==> config.mk <==
export PLATFORM = sky130hd
export DESIGN_NAME = cwd_config_word_decoder
export DESIGN_NICKNAME = d
export VERILOG_FILES = /design/src/core/cwd_pkg.sv /design/src/core/cwd_config_word_decoder.sv
export SDC_FILE = /design/constraint.sdc
export NUM_CORES = 1
export LEC_CHECK = 0
export BUFFER_PORTS_ARGS = -buffer_cell sky130_fd_sc_hd__buf_2
export CAP_MARGIN = 40
export CORE_MARGIN = 3
export CORE_UTILIZATION = 56
export CTS_BUF_LIST = sky130_fd_sc_hd__clkbuf_4
export CTS_CLUSTER_DIAMETER = 150
export DETAILED_ROUTE_END_ITERATION = 8
export PLACE_DENSITY = 0.95
export SYNTH_ARGS = -nofsm -noshare
export SYNTH_HDL_FRONTEND = slang
export SYNTH_SLANG_ARGS = --single-unit
==> constraint.sdc <==
create_clock -name sys_clk -period 12.6 [get_ports sys_clk]
set_input_delay 0.63 -clock sys_clk [delete_from_list [all_inputs] [get_ports sys_clk]]
set_output_delay 0.63 -clock sys_clk [all_outputs]
set_load 0.01 [all_outputs]
==> src/core/cwd_pkg.sv <==
package cwd_pkg;
   // Word one field positions
   localparam int CKSM_HI = 15;
   localparam int CKSM_LO = 14;
   localparam int PBDIV_HI = 13;
   localparam int PBDIV_LO = 12;
   localparam int CLKOUT_N_BIT = 10;
   localparam int POSC_HI = 9;
   localparam int POSC_LO = 8;
   localparam int TWOSPD_BIT = 7;
   localparam int SOSC_BIT = 5;
   localparam int STARTUP_OSC_SELECT_HI = 2;
   localparam int STARTUP_OSC_SELECT_LO = 0;
   // Word two field positions
   localparam int ODIV_HI = 18;
   localparam int ODIV_LO = 16;
   localparam int UPLL_DIS_BIT = 15;
   localparam int UIDIV_HI = 10;
   localparam int UIDIV_LO = 8;
   localparam int MUL_HI = 6;
   localparam int MUL_LO = 4;
   localparam int IDIV_HI = 2;
   localparam int IDIV_LO = 0;
   // Word three field positions
   localparam int VBUS_OWN_BIT = 31;
   localparam int ID_OWN_BIT = 30;
   localparam int REMAP_1WAY_BIT = 29;
   localparam int MODDIS_1WAY_BIT = 28;
   localparam int UID_HI = 15;
   localparam int UID_LO = 0;
   // Erased flash value of every word
   localparam logic [31:0] CFG_ERASED = 32'hFFFF_FFFF;
   // Primary oscillator modes
   localparam logic [1:0] POSC_OFF = 2'h3;
   localparam logic [1:0] POSC_EXT = 2'h0;
   // Reset values of the decoded outputs
   localparam logic [3:0] RST_PBDIV = 4'h8;
   localparam logic [8:0] RST_ODIV = 9'h100;
   localparam logic [3:0] RST_IDIV = 4'hC;
   localparam logic [4:0] RST_MUL = 5'h18;
   localparam logic [15:0] RST_UID = 16'h0000;
   // Divider and multiplier table entries
   localparam logic [2:0] ODIV_TOP_CODE = 3'h7;
   localparam logic [8:0] ODIV_TOP = 9'h100;
   localparam logic [2:0] IDIV_TEN_CODE = 3'h6;
   localparam logic [2:0] IDIV_TWELVE_CODE = 3'h7;
   localparam logic [3:0] IDIV_TEN = 4'hA;
   localparam logic [3:0] IDIV_TWELVE = 4'hC;
   localparam logic [2:0] MUL_TOP_CODE = 3'h7;
   localparam logic [4:0] MUL_TOP = 5'h18;
   localparam logic [4:0] MUL_BASE = 5'hF;
   // Start-up source codes
   typedef enum logic [2:0] {
      CWD_SRC_FRC = 3'h0, CWD_SRC_FAST_RC_DIVIDED_PLL = 3'h1, CWD_SRC_PRI = 3'h2,
      CWD_SRC_PRI_PLL = 3'h3, CWD_SRC_SEC = 3'h4, CWD_SRC_LOW_POWER_RC_OSC = 3'h5,
      CWD_SRC_FRC16 = 3'h6, CWD_SRC_FAST_RC_DIVIDED = 3'h7
   } cwd_src_t;
endpackage

==> src/core/cwd_config_word_decoder.sv <==
`timescale 1ns/1ps
module cwd_config_word_decoder
(
   // Clock and reset
   input wire logic sys_clk,
   input wire logic rst,
   // Configuration words from program memory
   input wire logic [31:0] cfgWordOne,
   input wire logic [31:0] cfgWordTwo,
   input wire logic [31:0] cfgWordThree,
   // Lock control writes (after system unlock)
   input wire logic unlocked,
   input wire logic remapLockWr,
   input wire logic remapLockVal,
   input wire logic modDisLockWr,
   input wire logic modDisLockVal,
   // Register write requests from the core
   input wire logic remapRegWr,
   input wire logic modDisRegWr,
   // Clock configuration
   output logic clkSwitchEn,
   output logic failSafeEn,
   output logic [3:0] periphBusDiv,
   output logic clockOutEn,
   output logic [1:0] primaryOscMode,
   output logic twoSpeedStartupEn,
   output logic secondaryOscEn,
   output cwd_pkg::cwd_src_t startupOscSelect,
   // PLL configuration
   output logic [8:0] pllOutputDivisor,
   output logic usbPllDisable,
   output logic [3:0] usbPllInputDivider,
   output logic [4:0] pllMultiplier,
   output logic [3:0] pllInputDivider,
   // Pin ownership and identifier
   output logic busPowerPinOwner,
   output logic idPinOwner,
   output logic [15:0] userIdentifier,
   // Lock state and write grants
   output logic pinRemapLock,
   output logic moduleDisableLock,
   output logic remapWrGrant,
   output logic modDisWrGrant,
   // Raw word readback for the programming ports
   output logic [31:0] devConfigWordOne,
   output logic [31:0] devConfigWordTwo,
   output logic [31:0] devConfigWordThree
);
   import cwd_pkg::*;

   ////////////////////////////////////////////////////////////////////////
   // Divider and multiplier tables
   function automatic logic [3:0] inDiv(input logic [2:0] c);
      case (c)
         IDIV_TEN_CODE: inDiv = IDIV_TEN;
         IDIV_TWELVE_CODE: inDiv = IDIV_TWELVE;
         default: inDiv = 4'(c) + 4'h1;
      endcase
   endfunction

   function automatic logic [4:0] mulVal(input logic [2:0] c);
      if (c == MUL_TOP_CODE) begin
         mulVal = MUL_TOP;
      end else begin
         mulVal = 5'(c) + MUL_BASE;
      end
   endfunction

   ////////////////////////////////////////////////////////////////////////
   // Word capture: held at erased value during reset, sampled at release
   logic loaded_q;
   logic [31:0] w1_q, w2_q, w3_q;

   always_ff @(posedge sys_clk or posedge rst) begin
      if (rst) begin
         loaded_q <= 1'b0;
         w1_q <= CFG_ERASED;
         w2_q <= CFG_ERASED;
         w3_q <= CFG_ERASED;
      end else if (!loaded_q) begin
         loaded_q <= 1'b1;
         w1_q <= cfgWordOne;
         w2_q <= cfgWordTwo;
         w3_q <= cfgWordThree;
      end
   end

   ////////////////////////////////////////////////////////////////////////
   // Clock switching and fail-safe monitor
   always_ff @(posedge sys_clk or posedge rst) begin
      if (rst) begin
         clkSwitchEn <= 1'b0;
         failSafeEn <= 1'b0;
      end else begin
         clkSwitchEn <= !w1_q[CKSM_HI];
         failSafeEn <= !w1_q[CKSM_HI] && !w1_q[CKSM_LO];
      end
   end

   // Peripheral bus clock divisor
   always_ff @(posedge sys_clk or posedge rst) begin
      if (rst) begin
         periphBusDiv <= RST_PBDIV;
      end else begin
         periphBusDiv <= 4'(4'h1 << w1_q[PBDIV_HI:PBDIV_LO]);
      end
   end

   // Clock output on the oscillator output pin
   always_ff @(posedge sys_clk or posedge rst) begin
      if (rst) begin
         clockOutEn <= 1'b0;
      end else begin
         clockOutEn <= !w1_q[CLKOUT_N_BIT] &&
            (w1_q[POSC_HI:POSC_LO] == POSC_OFF ||
             w1_q[POSC_HI:POSC_LO] == POSC_EXT);
      end
   end

   // Primary oscillator mode
   always_ff @(posedge sys_clk or posedge rst) begin
      if (rst) begin
         primaryOscMode <= POSC_OFF;
      end else begin
         primaryOscMode <= w1_q[POSC_HI:POSC_LO];
      end
   end

   // Two-speed start-up
   always_ff @(posedge sys_clk or posedge rst) begin
      if (rst) begin
         twoSpeedStartupEn <= 1'b0;
      end else begin
         twoSpeedStartupEn <= w1_q[TWOSPD_BIT];
      end
   end

   // Secondary oscillator enable
   always_ff @(posedge sys_clk or posedge rst) begin
      if (rst) begin
         secondaryOscEn <= 1'b0;
      end else begin
         secondaryOscEn <= w1_q[SOSC_BIT];
      end
   end

   // Start-up oscillator source
   always_ff @(posedge sys_clk or posedge rst) begin
      if (rst) begin
         startupOscSelect <= CWD_SRC_FRC;
      end else begin
         startupOscSelect <= cwd_src_t'(w1_q[STARTUP_OSC_SELECT_HI:STARTUP_OSC_SELECT_LO]);
      end
   end

   // PLL output divisor
   always_ff @(posedge sys_clk or posedge rst) begin
      if (rst) begin
         pllOutputDivisor <= RST_ODIV;
      end else begin
         pllOutputDivisor <=
            (w2_q[ODIV_HI:ODIV_LO] == ODIV_TOP_CODE) ? ODIV_TOP :
            9'(9'h1 << w2_q[ODIV_HI:ODIV_LO]);
      end
   end

   // USB PLL bypass
   always_ff @(posedge sys_clk or posedge rst) begin
      if (rst) begin
         usbPllDisable <= 1'b1;
      end else begin
         usbPllDisable <= w2_q[UPLL_DIS_BIT];
      end
   end

   // USB PLL input divider
   always_ff @(posedge sys_clk or posedge rst) begin
      if (rst) begin
         usbPllInputDivider <= RST_IDIV;
      end else begin
         usbPllInputDivider <= inDiv(w2_q[UIDIV_HI:UIDIV_LO]);
      end
   end

   // PLL multiplier
   always_ff @(posedge sys_clk or posedge rst) begin
      if (rst) begin
         pllMultiplier <= RST_MUL;
      end else begin
         pllMultiplier <= mulVal(w2_q[MUL_HI:MUL_LO]);
      end
   end

   // Main PLL input divider
   always_ff @(posedge sys_clk or posedge rst) begin
      if (rst) begin
         pllInputDivider <= RST_IDIV;
      end else begin
         pllInputDivider <= inDiv(w2_q[IDIV_HI:IDIV_LO]);
      end
   end

   // Bus-power pin ownership
   always_ff @(posedge sys_clk or posedge rst) begin
      if (rst) begin
         busPowerPinOwner <= 1'b0;
      end else begin
         busPowerPinOwner <= w3_q[VBUS_OWN_BIT];
      end
   end

   // Identification pin ownership
   always_ff @(posedge sys_clk or posedge rst) begin
      if (rst) begin
         idPinOwner <= 1'b0;
      end else begin
         idPinOwner <= w3_q[ID_OWN_BIT];
      end
   end

   // User identifier
   always_ff @(posedge sys_clk or posedge rst) begin
      if (rst) begin
         userIdentifier <= RST_UID;
      end else begin
         userIdentifier <= w3_q[UID_HI:UID_LO];
      end
   end

   // Raw words for the programming ports
   always_ff @(posedge sys_clk or posedge rst) begin
      if (rst) begin
         devConfigWordOne <= CFG_ERASED;
         devConfigWordTwo <= CFG_ERASED;
         devConfigWordThree <= CFG_ERASED;
      end else begin
         devConfigWordOne <= w1_q;
         devConfigWordTwo <= w2_q;
         devConfigWordThree <= w3_q;
      end
   end

   ////////////////////////////////////////////////////////////////////////
   // One-way lock controls
   logic remapSetOnce_q, modDisSetOnce_q;

   always_ff @(posedge sys_clk or posedge rst) begin
      if (rst) begin
         pinRemapLock <= 1'b0;
         remapSetOnce_q <= 1'b0;
      end else if (loaded_q && unlocked && remapLockWr) begin
         if (!(w3_q[REMAP_1WAY_BIT] && remapSetOnce_q)) begin
            pinRemapLock <= remapLockVal;
            remapSetOnce_q <= remapSetOnce_q | remapLockVal;
         end
      end
   end

   always_ff @(posedge sys_clk or posedge rst) begin
      if (rst) begin
         moduleDisableLock <= 1'b0;
         modDisSetOnce_q <= 1'b0;
      end else if (loaded_q && unlocked && modDisLockWr) begin
         if (!(w3_q[MODDIS_1WAY_BIT] && modDisSetOnce_q)) begin
            moduleDisableLock <= modDisLockVal;
            modDisSetOnce_q <= modDisSetOnce_q | modDisLockVal;
         end
      end
   end

   ////////////////////////////////////////////////////////////////////////
   // Write grants for remap and module-disable registers
   always_ff @(posedge sys_clk or posedge rst) begin
      if (rst) begin
         remapWrGrant <= 1'b0;
         modDisWrGrant <= 1'b0;
      end else begin
         remapWrGrant <= remapRegWr && !pinRemapLock;
         modDisWrGrant <= modDisRegWr && !moduleDisableLock;
      end
   end

endmodule // cwd_config_word_decoder

==> flow_summary.ini <==
[floorplanning]
fp.coreArea_um2 = 14000
die_area_um2 = 15900
die_x_um = 126
row_count = 43
die_h_um = 126
ioPinCount = 260
initial_utilization_pct = 57.6

[cells_and_area]
syn2layout_area_growth_pct = 27.6
final_cell_mix = 258 x buf_2, 200 x dfstp_2, 97 x mux2_2, 87 x clkbuf_4, 49 x dfrtp_1
final_common_cell = buf_2
finalNonFillerCells = 954
final_cell_area_um2 = 10300
diodes = 0
nFillCells = 840
layout-drive-gt1-share_pct = 84.4
layout.nets = 838

[routing]
drt_iter0_drc = 148
routedWlPerCell_um = 17.0
drt_pass1_iterations = 4
wirelength_um = 16200
route.detailed.drc = 0
postRouteAntennaNets = 0
vias = 4606
via_per_inst = 4.83

[synthesis]
ys_types = 29
synthTopCellsByArea = dfstp_2 65%, dfrtp_1 16%, mux2_2 14%, ha_1 0.62%, buf_2 0.56%
synth_warnings = 0
yosys.area.top_type = dfstp_2
ys_seq_area_share_pct = 80.7
ys_ff_latch = 250
synth_nets = 533
synth.top_cell.area_share_pct = 65.2
syn_avg_cell_area_um2 = 19.0
synthCells = 424
synth_area_um2 = 8060

[clock_network]
post-cts-setup-buffers = 0
htree_num_levels = 2
cts_tree = built
clk_latency_ps = 610
ctsResizeCount = 0
hold_buffers = 1
cts_buffers = 58
cts_sinks = 250
clkTransAtPathRegs_ps = 70
cts_root_buffer = clkbuf_4
clockBufferDepth = 3

[setup_path]
worstRegToRegCells = 2
path_cells = buf_4 -> mux2_2
critPathLaunchType = flip-flop
critPathMaxStageDelay_ps = 900
rrSetupSlack_ps = 10540
cp.depth = 2
crit_path_start = loaded_q
critPathMaxFanout = 54
cp-endpoint = w3_q[26]
crit_buf_inv = 1
r2r-start = loaded_q
worstSetupPathType = flip-flop to flip-flop
cp_top_family = flip-flops
timing.rr.end = w3_q[26]
worstPathRequired_ps = 13120
worstPathArrival_ps = 2580
slowest_stage = dfrtp_4
cp-end-kind = flip-flop

[sta]
slew_headroom_pct = 51.1
clock_skew_ps = 22.8
worst_slew_pin_slew_ps = 734
setup_viol = 0
hold_viol = 0
fmax_mhz = 485
drv_slew = 0
finalCriticalPeriod_ps = 2060
finalCritPeriodShare_pct = 16.4
fin_setup_tns_ps = 0
rsz0062_at_grt = no

[place]
dp_cells = 848
gp_congestion = 0.839
post_dp_cell_area_um2 = 9560
dpl.hpwl_um = 11400
io_buffers = 258

[power]
p_int_mw = 1.33
p_comb_share_pct = 9.9
power.total_mw = 1.75
p_sw_share_pct = 23.9
p_clk_share_pct = 34.1
p_leak_nw = 4.78
ir_drop_mv = 0.107
power_frac_seq_pct = 56.0
power_density_nw_per_um2 = 170
p_sw_mw = 0.419

[flow_run]
drv_cap = 0

[global_route]
grt_max_degree = 126
overflow = 0
groute.usage.overall_pct = 20.6
antenna_found_initial = 0
grt_pass1_wl_um = 25900
grt_pass1_vias = 5217

[hold_path]
holdCritPathClass = primary input to flip-flop

[outcome]
status = complete, no violations
[power groups by stage]
stage | Sequential, mW | Combinational, mW | Clock [mW]
floorplan | 1.00 | 0.0663 | 0
global placement | 0.985 | 0.166 | 0
finish | 0.980 | 0.174 | 0.597
CTS | 0.982 | 0.178 | 0.622
global route | 0.991 | 0.190 | 0.666
detailed placement | 0.993 | 0.177 | 0
[area by class of cell]
class / count / area [um2] / share of cell area, %
Tap cell: 180 / 225 / 2.19
Inverter: 10 / 45.0 / 0.438
Sequential cell: 250 / 6510 / 63.3
Multi-Input combinational cell: 146 / 1420 / 13.8
Clock inverter: 18 / 67.6 / 0.657
Clock buffer: 87 / 653 / 6.35
Timing Repair Buffer: 263 / 1370 / 13.3
[metal layers]
| layer | up-vias | share of wire [%] | global-route usage (%) |
|---|---|---|---|
| li1 | 2065 | - | - |
| met1 | 2297 | 34 | 22.3 |
| met2 | 210 | 54 | 36.3 |
| met3 | 34 | 8.6 | 8.14 |
| met4 | 0 | 2.5 | 8.26 |
| met5 | - | 0 | 0 |
[how the worst min path moves through the flow]
stage                     from              endpoint  slack (ps)  cells after the start
3_3_place_gp          w1_q[18]  devConfigWordOne[18]         350                      0
4_1_cts        cfgWordThree[2]               w3_q[2]         170                      2
6_report       cfgWordThree[2]               w3_q[2]         240                      2
2_1_floorplan         w1_q[11]  devConfigWordOne[11]         350                      0
5_1_grt         cfgWordTwo[11]              w2_q[11]         160                      2
3_5_place_dp          w1_q[20]  devConfigWordOne[20]         350                      0
[through the flow]
| step | util [%] | hold slack, ps | setup slack (ps) |
|---|---|---|---|
| floorplan | - | 352 | 5430 |
| global placement | 67.9 | 354 | 10120 |
| detailed placement | 68.3 | 354 | 10480 |
| CTS | 73.5 | 172 | 10510 |
| global route | 73.5 | 164 | 10410 |
| finish | 73.5 | 243 | 10540 |
[logic make-up after synthesis]
family	after synthesis	synth area share [%]
other cells	2	0.0931
buf+inv	28	1.77
flops	250	80.7
compound gates	11	0.947
fa+ha+maj	4	0.621
mux	99	13.8
simple gates	29	1.95
xor+xnor	1	0.109
[synthesized netlist by cell type, drive strengths merged]
library cell,number
a21oi,4
a31oi,1
a41o,2
and2,1
and3,1
and3b,1
buf,15
clkbuf,3
conb,2
dfrtp,50
dfstp,200
ha,4
inv,10
mux2,99
nand2,6
nand3,3
nor2,8
nor2b,4
nor3,1
nor3b,3
o21a,1
o21ai,3
or2,1
xor2,1
[registers in the layout, indices dropped and copies added (netlist names), 8 cells and up]
| signal | count |
|---|---|
| devConfigWordOne | 32 |
| pllOutputDivisor | 8 |
| devConfigWordThree | 32 |
| userIdentifier | 16 |
| w3_q | 32 |
| devConfigWordTwo | 32 |
| w1_q | 32 |
| w2_q | 32 |
Power figures use the tool's default switching activity.
